**config.mk**
```make
export PLATFORM = sky130hd
export DESIGN_NAME = srs_scheduler
export DESIGN_NICKNAME = d
export VERILOG_FILES = /design/src/srs_pkg.sv /design/src/srs_scheduler.sv /design/src/srs_rate_queue.sv
export VERILOG_INCLUDE_DIRS = /design/src /design/src/src
export SDC_FILE = /design/constraint.sdc
export NUM_CORES = 1
export LEC_CHECK = 0
export BUFFER_PORTS_ARGS = -buffer_cell sky130_fd_sc_hd__buf_2
export CAP_MARGIN = 20
export CORE_ASPECT_RATIO = 0.9
export CORE_MARGIN = 5
export CORE_UTILIZATION = 36
export CTS_CLUSTER_DIAMETER = 150
export CTS_CLUSTER_SIZE = 8
export DETAILED_ROUTE_END_ITERATION = 12
export GPL_ROUTABILITY_DRIVEN = 0
export GPL_TIMING_DRIVEN = 0
export PLACE_DENSITY = 0.51
export SYNTH_ARGS = -nofsm -noshare
export SYNTH_HDL_FRONTEND = slang
export SYNTH_HIERARCHICAL = 1
export SYNTH_SLANG_ARGS = --single-unit
```
**constraint.sdc**
```tcl
create_clock -name clk_sys_in -period 6.9 [get_ports clk_sys_in]
set_input_delay 1.035 -clock clk_sys_in [delete_from_list [all_inputs] [get_ports clk_sys_in]]
set_output_delay 1.035 -clock clk_sys_in [all_outputs]
set_load 0.01 [all_outputs]
```
**src/srs_defines.svh**
```systemverilog
// register offsets, field positions, reset values and counts of the scheduler
`ifndef SRS_DEFINES_SVH
`define SRS_DEFINES_SVH

// ========================================================================
// register offsets (word index on the register port)
`define SRS_OFF_RQ_HI_BASE   4'h0
`define SRS_OFF_RQ_LO_BASE   4'h4
`define SRS_OFF_VC_BASE      4'h8
`define SRS_OFF_PAGE_MATCH   4'h9
`define SRS_OFF_QUEUE_BASE   4'hA
`define SRS_OFF_DESC_BASE    4'hB
`define SRS_OFF_STATUS       4'hC

// ========================================================================
// rate queue register fields
`define SRS_RQ_RELOAD_MSB    7
`define SRS_RQ_PRESC_LSB     8
`define SRS_RQ_PRESC_MSB     9
`define SRS_QUEUE_SERVICE_ON_BIT    10
`define SRS_RQ_PAUSE_BIT     11
`define SRS_RQ_USED_MASK     16'h0FFF

// ========================================================================
// status register fields
`define SRS_ST_HI_MISS_BIT   7
`define SRS_ST_LO_MISS_BIT   6

// ========================================================================
// page match register fields
`define SRS_PM_LOW_MSB       7
`define SRS_PM_HIGH_LSB      8
`define SRS_PM_MASK_LSB      12

// ========================================================================
// reset values and counts
`define SRS_WORD_RESET       16'h0000
`define SRS_CNT_RESET        8'h00
`define SRS_CNT_TOP          8'hFF
`define SRS_VC_SLOTS         8
`define SRS_VC_MIN_BASE      4
`define SRS_CM_AW            20

`endif

```
**src/srs_pkg.sv**
```systemverilog
// types shared by the rate queue scheduler files
package srs_pkg;

   // 16-bit register word
   typedef logic [15:0] srs_word_t;

   // control memory byte address
   typedef logic [19:0] srs_cm_addr_t;

   // scheduler states, gray along idle -> cell -> idle
   typedef enum logic [1:0] {
      SRS_IDLE = 2'b00,
      SRS_CELL = 2'b01
   } srs_state_t;

endpackage

```
**src/srs_scheduler.sv**
```systemverilog
// rate queue scheduler and control memory address generation
//
// Decided for this implementation: the strobed register port and the register addresses.
`timescale 1ns/100ps
`include "srs_defines.svh"

// Overview of operation
// - eight rate queues, two banks of four, round robin within a bank
// - eight-bit counter reloads on overflow and requests service
// - high bank requests always win over low bank requests
// - a served queue sends one cell per linked descriptor first
// - one packet per circuit under segmentation at a time
// - divider code picks counter clock of clk/4, 16, 64 or 256
// - enable bit low stops counting and servicing of a queue
// - pause honor with permit false: no requests, halt at cell end
// - pause honor clear: serve regardless of the permit input
// - low eight bits hold reload value, bits 15:12 unused
// - queue entry address is queue base joined with pointer
// - descriptor word address is base, number and word offset
// - circuit entry address is table base joined with low index bits
// - low three base bits set split from 4/16 up to 11/9 bits
// - page address hit when memory cycle address matches register
// - reg 7:0 vs address 9:2 always, 15:12 mask bits 11:8
// - high and low bank service miss status flags
module srs_scheduler (
   input  wire logic                 clk_sys_in,
   input  wire logic                 sys_rst_in,
   // register port
   input  wire logic [3:0]           reg_addr_in,
   input  wire srs_pkg::srs_word_t   reg_wdata_in,
   input  wire logic                 reg_wr_in,
   input  wire logic                 reg_rd_in,
   output srs_pkg::srs_word_t        reg_rdata_out,
   // cell interface
   input  wire logic                 transmit_permit_input_in,
   input  wire logic                 cell_done_in,
   input  wire logic                 last_desc_in,
   output logic                      cell_req_out,
   output logic                      serve_active_out,
   output logic [2:0]                serve_queue_out,
   // circuit linking
   input  wire logic                 link_req_in,
   input  wire srs_pkg::srs_word_t   link_vc_in,
   input  wire logic                 seg_done_in,
   input  wire srs_pkg::srs_word_t   seg_done_vc_in,
   output logic                      link_accept_out,
   // control memory address generation
   input  wire logic [7:0]           queue_ptr_in,
   input  wire logic [9:0]           desc_num_in,
   input  wire logic [3:0]           word_off_in,
   input  wire srs_pkg::srs_word_t   desc_vc_index_in,
   input  wire srs_pkg::srs_word_t   cong_vc_index_in,
   input  wire logic                 vc_from_cong_in,
   output srs_pkg::srs_cm_addr_t     queue_addr_out,
   output srs_pkg::srs_cm_addr_t     desc_addr_out,
   output srs_pkg::srs_cm_addr_t     vc_addr_out,
   // packet memory page match
   input  wire logic                 pm_cycle_in,
   input  wire logic [13:0]          pm_addr_in,
   output logic                      page_address_hit_out,
   // status levels
   output logic                      high_bank_service_miss_out,
   output logic                      low_bank_service_miss_out
);
   import srs_pkg::*;

   // =====================================================================
   // state
   typedef struct packed {
      srs_state_t             st;
      logic [2:0]             cur_q;
      logic [1:0]             rr_hi;
      logic [1:0]             rr_lo;
      logic [7:0]             presc;
      logic [7:0][15:0]       rq;
      srs_word_t              vc_base;
      srs_word_t              pmatch;
      srs_word_t              qbase;
      srs_word_t              dbase;
      logic                   miss_hi;
      logic                   miss_lo;
      srs_word_t              rdata;
      srs_cm_addr_t           q_addr;
      srs_cm_addr_t           d_addr;
      srs_cm_addr_t           v_addr;
      logic [7:0]             vc_valid;
      logic [7:0][15:0]       vc_id;
   } srs_sched_state_t;

   srs_sched_state_t s_q;
   srs_sched_state_t s_d;

   // =====================================================================
   // functions

   // round robin pick among four requests, starting at the pointer
   function automatic logic [2:0] srs_rr_pick(input logic [3:0] req,
                                              input logic [1:0] ptr);
      logic [2:0] res;
      logic [1:0] idx;
      res = 3'b000;
      for (int i = 3; i >= 0; i--) begin
         idx = ptr + 2'(i);
         if (req[idx]) begin
            res = {1'b1, idx};
         end
      end
      return res;
   endfunction

   // circuit table address: top base bits, then low index bits
   function automatic srs_cm_addr_t srs_vc_addr(input srs_word_t base,
                                                input srs_word_t idx);
      srs_cm_addr_t mask;
      logic [4:0]   idx_bits;
      idx_bits = 5'd16 - {2'b00, base[2:0]};
      mask     = (20'h0_0001 << idx_bits) - 20'h0_0001;
      return ({base, 4'h0} & ~mask) | ({4'h0, idx} & mask);
   endfunction

   // =====================================================================
   // rate queues

   logic [3:0] tick;
   logic [7:0] q_req;
   logic [7:0] q_miss;
   logic [7:0] q_ack;

   // shared prescaler; one free counter gives all four divide ratios
   always_comb begin
      tick[0] = &s_q.presc[1:0];
      tick[1] = &s_q.presc[3:0];
      tick[2] = &s_q.presc[5:0];
      tick[3] = &s_q.presc[7:0];
   end

   // queues 0..3 form the high bank, 4..7 the low bank
   for (genvar g = 0; g < 8; g++) begin : g_rq
      srs_rate_queue u_rq (
         .clk_sys_in (clk_sys_in),
         .sys_rst_in (sys_rst_in),
         .cfg_in     (s_q.rq[g]),
         .tick_in    (tick),
         .permit_in  (transmit_permit_input_in),
         .ack_in     (q_ack[g]),
         .req_out    (q_req[g]),
         .miss_out   (q_miss[g])
      );
   end

   // =====================================================================
   // arbitration and cell pacing

   logic [2:0]  pick_hi;
   logic [2:0]  pick_lo;
   logic        halt_now;
   logic        grant;
   srs_word_t   cur_cfg;

   assign pick_hi = srs_rr_pick(q_req[3:0], s_q.rr_hi);
   assign pick_lo = srs_rr_pick(q_req[7:4], s_q.rr_lo);
   assign cur_cfg = s_q.rq[s_q.cur_q];

   // a disabled or held-off queue stops at the next cell boundary
   assign halt_now = ~cur_cfg[`SRS_QUEUE_SERVICE_ON_BIT]
                   | (cur_cfg[`SRS_RQ_PAUSE_BIT]
                      & ~transmit_permit_input_in);

   // new grants only from idle, so a running service is never cut short
   assign grant = (s_q.st == SRS_IDLE) & (pick_hi[2] | pick_lo[2]);

   // one-cycle acknowledge to the granted queue
   always_comb begin
      q_ack = 8'h00;
      if (grant) begin
         if (pick_hi[2]) begin
            q_ack[{1'b0, pick_hi[1:0]}] = 1'b1;
         end else begin
            q_ack[{1'b1, pick_lo[1:0]}] = 1'b1;
         end
      end
   end

   // =====================================================================
   // circuit tracking

   logic       vc_hit;
   logic       vc_free;
   logic [2:0] free_slot;

   // look for the circuit among active packets and for a free slot
   always_comb begin
      vc_hit    = 1'b0;
      vc_free   = 1'b0;
      free_slot = 3'b000;
      for (int i = `SRS_VC_SLOTS - 1; i >= 0; i--) begin
         if (s_q.vc_valid[i] && s_q.vc_id[i] == link_vc_in) begin
            vc_hit = 1'b1;
         end
         if (!s_q.vc_valid[i]) begin
            vc_free   = 1'b1;
            free_slot = 3'(i);
         end
      end
   end

   // a second packet on a busy circuit waits until the first completes
   assign link_accept_out = link_req_in & ~vc_hit & vc_free;

   // =====================================================================
   // page match

   logic       pm_low_eq;
   logic [3:0] pm_high_eq;

   // address bits 1:0 are long-word byte lanes and never compared
   assign pm_low_eq = pm_addr_in[9:2] ==
                      s_q.pmatch[`SRS_PM_LOW_MSB:0];
   always_comb begin
      for (int i = 0; i < 4; i++) begin
         pm_high_eq[i] = ~s_q.pmatch[`SRS_PM_MASK_LSB + i]
                       | (pm_addr_in[10 + i]
                          == s_q.pmatch[`SRS_PM_HIGH_LSB + i]);
      end
   end

   // combinational so the memory can end the very cycle it is in
   assign page_address_hit_out = pm_cycle_in & pm_low_eq
                               & (&pm_high_eq);

   // =====================================================================
   // next state

   logic [3:0] wr_idx;
   srs_word_t  rd_word;

   assign wr_idx = reg_addr_in;

   // register reads; unmapped offsets answer zero
   always_comb begin
      rd_word = `SRS_WORD_RESET;
      if (reg_addr_in < `SRS_OFF_VC_BASE) begin
         rd_word = s_q.rq[reg_addr_in[2:0]] & `SRS_RQ_USED_MASK;
      end else begin
         case (reg_addr_in)
            `SRS_OFF_VC_BASE:    rd_word = s_q.vc_base;
            `SRS_OFF_PAGE_MATCH: rd_word = s_q.pmatch;
            `SRS_OFF_QUEUE_BASE: rd_word = s_q.qbase;
            `SRS_OFF_DESC_BASE:  rd_word = s_q.dbase;
            `SRS_OFF_STATUS: begin
               rd_word[`SRS_ST_HI_MISS_BIT] = s_q.miss_hi;
               rd_word[`SRS_ST_LO_MISS_BIT] = s_q.miss_lo;
            end
            default:             rd_word = `SRS_WORD_RESET;
         endcase
      end
   end

   // everything that changes on a clock edge
   always_comb begin
      s_d       = s_q;
      s_d.presc = s_q.presc + 8'h01;
      s_d.rdata = reg_rd_in ? rd_word : `SRS_WORD_RESET;

      // register writes
      if (reg_wr_in) begin
         if (wr_idx < `SRS_OFF_VC_BASE) begin
            s_d.rq[wr_idx[2:0]] = reg_wdata_in & `SRS_RQ_USED_MASK;
         end else begin
            case (wr_idx)
               `SRS_OFF_VC_BASE:    s_d.vc_base = reg_wdata_in;
               `SRS_OFF_PAGE_MATCH: s_d.pmatch  = reg_wdata_in;
               `SRS_OFF_QUEUE_BASE: s_d.qbase   = reg_wdata_in;
               `SRS_OFF_DESC_BASE:  s_d.dbase   = reg_wdata_in;
               `SRS_OFF_STATUS: begin
                  // write one to clear
                  if (reg_wdata_in[`SRS_ST_HI_MISS_BIT]) begin
                     s_d.miss_hi = 1'b0;
                  end
                  if (reg_wdata_in[`SRS_ST_LO_MISS_BIT]) begin
                     s_d.miss_lo = 1'b0;
                  end
               end
               default: ;
            endcase
         end
      end

      // a new miss beats a clear in the same cycle
      if (|q_miss[3:0]) begin
         s_d.miss_hi = 1'b1;
      end
      if (|q_miss[7:4]) begin
         s_d.miss_lo = 1'b1;
      end

      // service state machine
      case (s_q.st)
         SRS_IDLE: begin
            if (grant) begin
               s_d.st = SRS_CELL;
               if (pick_hi[2]) begin
                  s_d.cur_q = {1'b0, pick_hi[1:0]};
                  s_d.rr_hi = pick_hi[1:0] + 2'b01;
               end else begin
                  s_d.cur_q = {1'b1, pick_lo[1:0]};
                  s_d.rr_lo = pick_lo[1:0] + 2'b01;
               end
            end
         end
         SRS_CELL: begin
            // keep sending until the last linked descriptor got its cell or the queue halts
            if (cell_done_in && (last_desc_in || halt_now)) begin
               s_d.st = SRS_IDLE;
            end
         end
         default: s_d.st = SRS_IDLE;
      endcase

      // circuit slots: release on completion, claim on accept
      for (int i = 0; i < `SRS_VC_SLOTS; i++) begin
         if (seg_done_in && s_q.vc_valid[i]
             && s_q.vc_id[i] == seg_done_vc_in) begin
            s_d.vc_valid[i] = 1'b0;
         end
      end
      if (link_accept_out) begin
         s_d.vc_valid[free_slot] = 1'b1;
         s_d.vc_id[free_slot]    = link_vc_in;
      end

      // control memory addresses, one cycle after their inputs
      s_d.q_addr = {s_q.qbase[11:0], queue_ptr_in};
      s_d.d_addr = {s_q.dbase[4:0], desc_num_in,
                    word_off_in, 1'b0};
      s_d.v_addr = srs_vc_addr(s_q.vc_base,
                               vc_from_cong_in ? cong_vc_index_in
                                               : desc_vc_index_in);
   end

   // =====================================================================
   // state register
   always_ff @(posedge clk_sys_in) begin
      if (sys_rst_in) begin
         s_q          <= '0;
         s_q.st       <= SRS_IDLE;
         s_q.vc_base  <= `SRS_WORD_RESET;
         s_q.pmatch   <= `SRS_WORD_RESET;
         s_q.qbase    <= `SRS_WORD_RESET;
         s_q.dbase    <= `SRS_WORD_RESET;
      end else begin
         s_q <= s_d;
      end
   end

   // =====================================================================
   // outputs
   assign reg_rdata_out              = s_q.rdata;
   assign cell_req_out               = (s_q.st == SRS_CELL);
   assign serve_active_out           = (s_q.st == SRS_CELL);
   assign serve_queue_out            = s_q.cur_q;
   assign queue_addr_out             = s_q.q_addr;
   assign desc_addr_out              = s_q.d_addr;
   assign vc_addr_out                = s_q.v_addr;
   assign high_bank_service_miss_out = s_q.miss_hi;
   assign low_bank_service_miss_out  = s_q.miss_lo;

endmodule

```
**src/srs_rate_queue.sv**
```systemverilog
// one rate queue: prescaled reload counter and its service request
`timescale 1ns/100ps
`include "srs_defines.svh"

module srs_rate_queue (
   input  wire logic              clk_sys_in,
   input  wire logic              sys_rst_in,
   input  wire srs_pkg::srs_word_t cfg_in,
   input  wire logic [3:0]        tick_in,
   input  wire logic              permit_in,
   input  wire logic              ack_in,
   output logic                   req_out,
   output logic                   miss_out
);
   import srs_pkg::*;

   typedef struct packed {
      logic [7:0] cnt;
      logic       req;
      logic       miss;
   } srs_rq_state_t;

   srs_rq_state_t s_q;
   srs_rq_state_t s_d;

   logic       enable;
   logic       paused;
   logic       tick;
   logic [1:0] presc;

   // decoded configuration fields
   assign enable = cfg_in[`SRS_QUEUE_SERVICE_ON_BIT];
   assign presc  = cfg_in[`SRS_RQ_PRESC_MSB:`SRS_RQ_PRESC_LSB];
   assign paused = cfg_in[`SRS_RQ_PAUSE_BIT] & ~permit_in;
   assign tick   = tick_in[presc];

   // counting, reload and request bookkeeping
   always_comb begin
      s_d      = s_q;
      s_d.miss = 1'b0;
      if (ack_in) begin
         s_d.req = 1'b0;
      end
      if (!enable) begin
         s_d.req = 1'b0;
      end else if (tick) begin
         if (s_q.cnt == `SRS_CNT_TOP) begin
            s_d.cnt = cfg_in[`SRS_RQ_RELOAD_MSB:0];
            // overflow set wins over a same-cycle grant
            if (!paused) begin
               s_d.req  = 1'b1;
               s_d.miss = s_q.req & ~ack_in;
            end
         end else begin
            s_d.cnt = s_q.cnt + 8'h01;
         end
      end
   end

   always_ff @(posedge clk_sys_in) begin
      if (sys_rst_in) begin
         s_q <= '{cnt: `SRS_CNT_RESET, req: 1'b0, miss: 1'b0};
      end else begin
         s_q <= s_d;
      end
   end

   // a pending request is hidden while the link holds us off
   assign req_out  = s_q.req & ~paused;
   assign miss_out = s_q.miss;

endmodule

```
==> out/results.tsv, run 1 <==
stage	metric	value	unit
clock_tree	numCtsBuffers	68	
clock_tree	post_cts_buffers	0	
synthesis	syn_area	24500	um^2
clock_tree	clock_latency	0.61	ns
detailed_routing	ant_nets	0	
sta	fin_setup_tns	0	ns
grt	antenna_found_initial	1	
synthesis	synthCells	2671	
sta	hold_viol	0	
sta	tightest_slew	1.28	ns
sta	period_minus_slack	4.42	ns
die	fp-row-count	90	
sta	setup_viol	0	
synthesis	synth_nets	2821	
outcome	status	completed	
sta	fin_skew	0.0196	ns
clock_tree	cts_htree_levels	3	
clock_tree	cts_tree	done	
grt	grt_pass1_wl	130	mm
worst_hold_path	hp-class	flip-flop to flip-flop	
sta	timing.hold.ws	0.446	ns
clock_tree	cts_sinks	469	
setup_path	cp_data_required_time	5.86	ns
synthesis	synth_edf_count	0	
synthesis	synth.top_cells.by_area	dfxtp_1, mux2i_1, xor2_1, nand2b_1, nand2_1	
synthesis	avgSynthCellArea	9.16	um^2
layout	num-nets-final	3068	
layout	area_delta_synth_final	15.7	%
pwr	ir_drop	0.155	mV
placed_design	portBuffers	177	
clock_tree	postCtsHoldBufs	0	
setup_path	cp_max_fo	9	
sta	rsz0062_at_grt	no	
clock_tree	clock_path_buffers	3	
synthesis	async_flop_share	0	%
detailed_routing	drcViolationCount	0	
detailed_routing	wl	88.4	mm
setup_path	cp-end-kind	primary output	
layout	fill_cells	6641	
synthesis	synth_area_leader_cell	dfxtp_1	
detailed_routing	wl_per_cell	23.3	um
clock_tree	clkTransAtPathRegs	0.05	ns
pwr	p_leak	11.5	nW
setup_path	critPathKind	input port to primary output	
die	start_util	36.4	%
sta	slew_headroom	14.9	%
sta	clock.fmax	0.226	GHz
die	fp.dieArea	73300	um^2
synthesis	synth-seq-cells	469	
clock_tree	ctsRootBufferMaster	clkbuf_16	
pwr	p_per_area	226	nW/um^2
grt	grt_pass1_vias	20500	
layout	diodes	0	
grt	grt_overflow	0	
setup_path	ff2ff_setup_slack	3.24	ns
die	die_y	257	um
die	die_w	285	um
synthesis	yosysSeqAreaShare	38.4	%
pwr	power	0.00641	W
flow_run	cap_violations	0	
synthesis	yosys.area.top_type_share	38.4	%
placed_design	dp_hpwl	63.6	mm
synthesis	ys_warn_count	6	
setup_path	cp_data_arrival_time	3.39	ns
sta	finalMaxSlewViolations	0	
die	coreArea	67200	um^2
synthesis	synth_ff_type	dfxtp_1	
synthesis	ys_types	65	
grt	grt_max_degree	27	
clock_tree	cts_resized	0	
detailed_routing	via_per_inst	5.49	
setup_path	critPathLaunchType	input port	
die	pin_count	216	
detailed_routing	firstDrtPassIters	5	
layout	drive_above_1_share	16.6	%
sta	finalCritPeriodShare	64.1	%
detailed_routing	drt_iter0_drc	1890	
grt	grt_usage	23.1	%
detailed_routing	vias	20900	
synthesized netlist by cell type, types with 35 or more instances:
| cell type | count |
|---|---|
| nand4_1 | 42 |
| xor2_1 | 202 |
| nor2_1 | 154 |
| buf_4 | 94 |
| a211oi_1 | 35 |
| mux2i_1 | 239 |
| nor4_1 | 66 |
| nor2b_1 | 46 |
| dfxtp_1 | 469 |
| clkbuf_1 | 119 |
| a31oi_1 | 39 |
| nand2_1 | 251 |
| nand3_1 | 49 |
| xnor2_1 | 71 |
| a21oi_1 | 155 |
| nand2b_1 | 175 |
registers in the layout, indices dropped and copies added (netlist names):
name                        cells
s_q                           292
g_rq.u_rq/s_q                  72
queue_addr_out                 20
vc_addr_out                    20
desc_addr_out                  19
s_d                            17
reg_rdata_out                  16
g_rq.u_rq/miss_out              8
serve_queue_out                 3
high_bank_service_miss_out      1
low_bank_service_miss_out       1
worst max-delay path, cell delays in order:
cell and delay (ns):
buf_2 0.40, xor2_1 0.16, nor4_1 0.26, nand2_1 0.09, nor4bb_1 0.88, a311oi_4 0.15, and2_1 0.25, buf_2 0.15
final timing paths:
check / from / endpoint / cells past startpoint
worst max register to register: s_q[406]$_SDFF_PP0_ / g_rq[2].u_rq/s_q[9]$_SDFFE_PP0P_ / 8
worst min-delay path: s_q[406]$_SDFF_PP0_ / s_q[406]$_SDFF_PP0_ / 1
worst min register to register: s_q[406]$_SDFF_PP0_ / s_q[406]$_SDFF_PP0_ / 1
worst max-delay path: link_vc_in[2] / link_accept_out / 8
metrics by stage:
stage	std cells	cell area [um^2]	utilization [%]	setup slack (ns)
2_1_floorplan	2671	24500	-	3.43
3_5_place_dp	3722	26500	39.3	2.54
6_report	3798	28300	42.1	2.48
4_1_cts	3798	28300	42.1	2.54
3_3_place_gp	3722	26500	39.3	2.59
5_1_grt	3798	28300	42.1	2.43
cells in the final DEF, fill, tap and decap left out, drive strengths merged, types with 75 or more instances in the layout:
| cell | instances |
|---|---|
| nand2 | 259 |
| dfxtp | 469 |
| clkbuf | 189 |
| xor2 | 202 |
| nor2 | 154 |
| buf | 324 |
| a21oi | 155 |
| mux2i | 239 |
| nand2b | 175 |
| xnor2 | 75 |
area by class of cell:
type                            instances  area, um^2  area share [%]
Buffer                                266        1490            5.26
Clock buffer                           70        1750            6.19
Clock inverter                          6         110           0.389
Inverter                               25        93.8           0.331
Multi-Input combinational cell       1911       13500            47.7
Sequential cell                       469        9390            33.2
Tap cell                              874        1090            3.86
Timing Repair Buffer                  177         886            3.13
power by group:
part | switching (W) | internal [W]
Clock | 0.00125 | 0.00180
Combinational | 0.000366 | 0.000203
Sequential | 0.0000374 | 0.00276
per-layer routing:
layer	GRT usage (%)	up-vias	wire length [um]
met5	0	-	11
met4	9.27	2	3760
met3	4.35	221	5540
met2	37.3	827	40600
met1	30.7	10100	38500
li1	-	9704	-
cells by family (layout without fill, tap and decap cells):
| family | count (synthesis) | after routing | synth area share, % |
|---|---|---|---|
| AO/OA/AOI/OAI | 362 | 362 | 9.67 |
| XOR/XNOR | 277 | 277 | 10.0 |
| adder cells (fa/ha/maj) | 19 | 19 | 0.971 |
| buffers and inverters | 291 | 544 | 6.47 |
| flip-flops | 469 | 469 | 38.4 |
| multiplexers | 282 | 282 | 13.3 |
| other | 2 | 2 | 0.0307 |
| AND/OR/NAND/NOR | 969 | 969 | 21.1 |
Note: power is estimated with default switching activity, not from simulation.
==> run 2, diff against run 1 <==
--- a/config.mk
+++ b/config.mk
@@ -6,6 +6,7 @@
 export SDC_FILE = /design/constraint.sdc
 export NUM_CORES = 1
 export LEC_CHECK = 0
+export ABC_AREA = 1
 export BUFFER_PORTS_ARGS = -buffer_cell sky130_fd_sc_hd__buf_2
 export CAP_MARGIN = 20
 export CORE_ASPECT_RATIO = 0.9
@@ -16,7 +17,7 @@
 export DETAILED_ROUTE_END_ITERATION = 12
 export GPL_ROUTABILITY_DRIVEN = 0
 export GPL_TIMING_DRIVEN = 0
-export PLACE_DENSITY = 0.51
+export PLACE_DENSITY = 0.53
 export SYNTH_ARGS = -nofsm -noshare
 export SYNTH_HDL_FRONTEND = slang
 export SYNTH_HIERARCHICAL = 1
==> constraint.sdc (replaced) <==
create_clock -name clk_sys_in -period 3.9 [get_ports clk_sys_in]
set_input_delay 0.585 -clock clk_sys_in [delete_from_list [all_inputs] [get_ports clk_sys_in]]
set_output_delay 0.585 -clock clk_sys_in [all_outputs]
set_load 0.01 [all_outputs]
==> out/results.tsv, run 2 <==
stage	metric	value	unit	change
grt	use_met1	33.9	%	was 30.7%
detailed_routing	via_per_inst	5.04		was 5.49
detailed_routing	vias	25900		was 20900
clock_tree	postCtsHoldBufs	0		unchanged
synthesis	syn_area	25800	um^2	was 24500 um^2
sta	finalMaxSlewViolations	0		unchanged
setup_path	crit_chain	ha_2 -> nand2_1 -> nor2_2 -> buf_6 -> inv_1 -> nor3_2 -> buf_6 -> nand2_1 -> nor2_2 -> nand2_1 -> nand3_1 -> nand3_2 -> inv_2 -> o21ai_0 -> a21oi_1		was buf_2 -> xor2_1 -> nor4_1 -> nand2_1 -> nor4bb_1 -> a311oi_4 -> and2_1 -> buf_2
synthesis	synth_top_family_by_area	simple AND/OR/NAND/NOR gates		unchanged
sta	setup_viol	0		unchanged
pwr	combPwrFrac	14.4	%	was 8.9%
synthesis	synth-seq-cells	469		unchanged
synthesis	synth_area_leader_cell	dfxtp_1		unchanged
flow_run	cap_violations	0		unchanged
synthesis	avgSynthCellArea	6.56	um^2	was 9.16 um^2
synthesis	synthSimpleGateAreaFrac	29.5	%	was 21.1%
detailed_routing	firstDrtPassIters	6		was 5
clock_tree	cts_sinks	469		unchanged
layout	drive_above_1_share	12.2	%	was 16.6%
detailed_routing	ant_nets	0		unchanged
synthesis	async_flop_share	0	%	unchanged
die	fp-row-count	93		was 90
synthesis	synth_edf_count	0		unchanged
grt	grt_overflow	0		unchanged
pwr	netSwitchingFraction	29.8	%	was 25.8%
placed_design	dp_cells	5068		was 3722
synthesis	synthAdderAreaFrac	0.922	%	was 0.971%
detailed_routing	drt_iter0_drc	2556		was 1890
clock_tree	post_cts_buffers	0		unchanged
die	die_w	292	um	was 285 um
setup_path	path_common_cell	nand2_1		was buf_2
setup_path	crit_family	simple AND/OR/NAND/NOR gates		unchanged
layout	max_flop_register	s_q		unchanged
sta	timing.hold.ws	0.153	ns	was 0.446 ns
sta	hold_viol	0		unchanged
placed_design	portBuffers	183		was 177
detailed_routing	wl_per_cell	19.6	um	was 23.3 um
layout	fin_cells	5146		was 3798
sta	fin_skew	0.0292	ns	was 0.0196 ns
setup_path	cp_data_arrival_time	4.11	ns	was 3.39 ns
grt	grt_usage	25.1	%	was 23.1%
pwr	p_leak	13.4	nW	was 11.5 nW
pwr	p_per_area	412	nW/um^2	was 226 nW/um^2
setup_path	path_buf_inv	4		was 2
setup_path	critPathKind	flip-flop to flip-flop		was input port to primary output
sta	tightest_slew	1.22	ns	was 1.28 ns
setup_path	crit_path_start	s_q[406]$_SDFF_PP0_		was link_vc_in[2]
synthesis	synth-xor-area-share	3.23	%	was 10.0%
synthesis	synth_ff_type	dfxtp_1		unchanged
grt	grtUsageMet3	4.34	%	was 4.35%
die	start_util	36.2	%	was 36.4%
sta	clock.fmax	0.282	GHz	
synthesis	synth-compound-area-share	15.8	%	was 9.67%
layout	final_common_cell	nand2_1		was dfxtp_1
synthesis	synth_most_common_cell	nand2_1		was dfxtp_1
layout	area_delta_synth_final	15.8	%	was 15.7%
clock_tree	cts_htree_levels	3		unchanged
setup_path	cp_max_fo	10		was 9
grt	top_usage_layer	met2		unchanged
clock_tree	clock_latency	0.64	ns	was 0.61 ns
grt	antenna_found_initial	2		was 1
synthesis	synth.top_cells.by_area	dfxtp_1, nand2_1, nor2_1, inv_1, o21ai_0		was dfxtp_1, mux2i_1, xor2_1, nand2b_1, nand2_1
clock_tree	clock_path_buffers	3		unchanged
synthesis	synthCells	3931		was 2671
worst_hold_path	hp-class	input port to flip-flop		was flip-flop to flip-flop
pwr	seq_power_share	41.1	%	was 43.6%
setup_path	cp_slowest_stage_delay	0.49	ns	was 0.88 ns
sta	finalCritPeriodShare	91.0	%	
pwr	internal-power	0.00863	W	was 0.00476 W
clock_tree	ctsRootBufferMaster	clkbuf_16		unchanged
sta	rsz0062_at_grt	no		unchanged
die	die_y	264	um	was 257 um
sta	slew_headroom	18.8	%	was 14.9%
pwr	ir_drop	0.293	mV	was 0.155 mV
clock_tree	numCtsBuffers	68		unchanged
setup_path	cpMaxStageDelayCell	nor2_2		was nor4bb_1
grt	grt_pass1_wl	149	mm	was 130 mm
synthesis	yosys.area.top_type_share	36.4	%	was 38.4%
layout	num-nets-final	4339		was 3068
die	pin_count	216		unchanged
pwr	power.share.clock	44.6	%	was 47.6%
synthesis	synth_common_cells	nand2_1, nor2_1, dfxtp_1, inv_1, o21ai_0		was dfxtp_1, nand2_1, mux2i_1, xor2_1, nand2b_1
detailed_routing	wl	101	mm	was 88.4 mm
layout	largest_reg_flops	292		unchanged
synthesis	muxShareOfSynthArea	0.0388	%	was 13.3%
setup_path	cp_data_required_time	4.46	ns	was 5.86 ns
pwr	switchingPower	0.00366	W	was 0.00165 W
die	coreArea	71300	um^2	was 67200 um^2
layout	reg.largest.list	s_q: 292 flops, g_rq.u_rq/s_q: 72 flops		unchanged
die	fp.dieArea	77100	um^2	was 73300 um^2
grt	grt_max_degree	39		was 27
layout	mostFrequentLayoutCells	nand2_1, nor2_1, dfxtp_1		was dfxtp_1, nand2_1, mux2i_1
setup_path	cp-end-kind	flip-flop		was primary output
grt	use_met2	39.6	%	was 37.3%
detailed_routing	drcViolationCount	0		unchanged
grt	grt_pass1_vias	23800		was 20500
setup_path	critPathLaunchType	flip-flop		was input port
synthesis	ys_warn_count	6		unchanged
synthesis	synth_nets	4081		was 2821
clock_tree	clkTransAtPathRegs	0.05	ns	about the same
setup_path	reg2reg_from	s_q[406]$_SDFF_PP0_		unchanged
synthesis	ys_types	51		was 65
outcome	status	completed		unchanged
worst_hold_path	hold_start	desc_num_in[5]		was s_q[406]$_SDFF_PP0_
placed_design	dp_hpwl	72.1	mm	was 63.6 mm
sta	period_minus_slack	3.55	ns	
synthesis	yosysSeqAreaShare	36.4	%	was 38.4%
clock_tree	cts_tree	done		unchanged
-- run 2: changes by cell type in the layout (fill, tap and decap cells not counted), sizes merged, moves of 116 or more --
cell / delta
a21oi: +116
inv: +452
mux2i: -238
nand2: +714
nand2b: -174
nor2: +543
o21ai: +336
xor2: -137
-- run 2: worst paths after layout --
kind                                                          to  slack (ns)  depth (start not counted)
worst max-delay path            g_rq[1].u_rq/s_q[4]$_SDFFE_PP0P_        0.35                         15
worst min-delay path                desc_addr_out[10]$_SDFF_PP0_        0.15                          3
worst max register to register  g_rq[1].u_rq/s_q[4]$_SDFFE_PP0P_        0.35                         15
worst min register to register               s_q[406]$_SDFF_PP0_        0.44                          1
-- run 2: cell type report --
type / count / area, um^2
well taps: 950 / 1190
repair buffers: 188 / 985
flip-flops and latches: 469 / 9390
plain buffers: 257 / 1730
multi-input cells: 2713 / 12800
diodes: 1 / 2.50
inverters: 492 / 1890
clock buffers: 68 / 1700
fillers: 7795 / 41500
clock inverters: 8 / 188
-- run 2: through the flow --
| stage | cell area, um^2 | util (%) | setup slack, ns | total power (W) | TNS (ns) |
|---|---|---|---|---|---|
| final | 29900 | 41.9 | 0.349 | 0.0123 | 0 |
| after global routing | 29900 | 41.9 | 0.169 | 0.0128 | 0 |
| after CTS | 29900 | 41.8 | 0.205 | 0.0124 | 0 |
| after detailed placement | 28000 | 39.2 | -0.293 | 0.00687 | -12.62 |
| after global placement | 27900 | 39.1 | -1.76 | 0.00687 | -128.56 |
| after floorplan | 25800 | - | 1.01 | 0.00621 | 0 |
-- run 2: logic make-up (layout without fill, tap and decap cells) --
group | after synthesis | count (layout)
AND/OR/NAND/NOR | 1840 | 1840
AO/OA/AOI/OAI | 756 | 756
buffers and inverters | 749 | 1013
flip-flops | 469 | 469
XOR/XNOR | 95 | 95
adder cells (fa/ha/maj) | 19 | 19
other | 2 | 3
multiplexers | 1 | 1
-- run 2: power by group through the flow --
stage | combinational, W | sequential, W | clock (W)
after global placement | 0.00173 | 0.00514 | 0
after floorplan | 0.00112 | 0.00509 | 0
after CTS | 0.00174 | 0.00505 | 0.00559
after global routing | 0.00194 | 0.00506 | 0.00578
after detailed placement | 0.00173 | 0.00514 | 0
final | 0.00177 | 0.00505 | 0.00548
-- run 2: tightest hold or removal path: cells and delay by family --
kind,cells,cell delay [ns]
buffers and inverters,2,0.10
AND/OR/NAND/NOR,1,0.06
-- run 2: timing repair --
item,in CTS,in global routing
resized for setup,2,1
endpoints found under the hold margin,0,0
setup endpoints to repair,64,1
-- run 2: per-layer routing --
layer	share of wire, %	vias up
met4	4.7	2
li1	-	12800
met1	43	11800
met3	7.7	262
met5	0.012	-
met2	44	1080
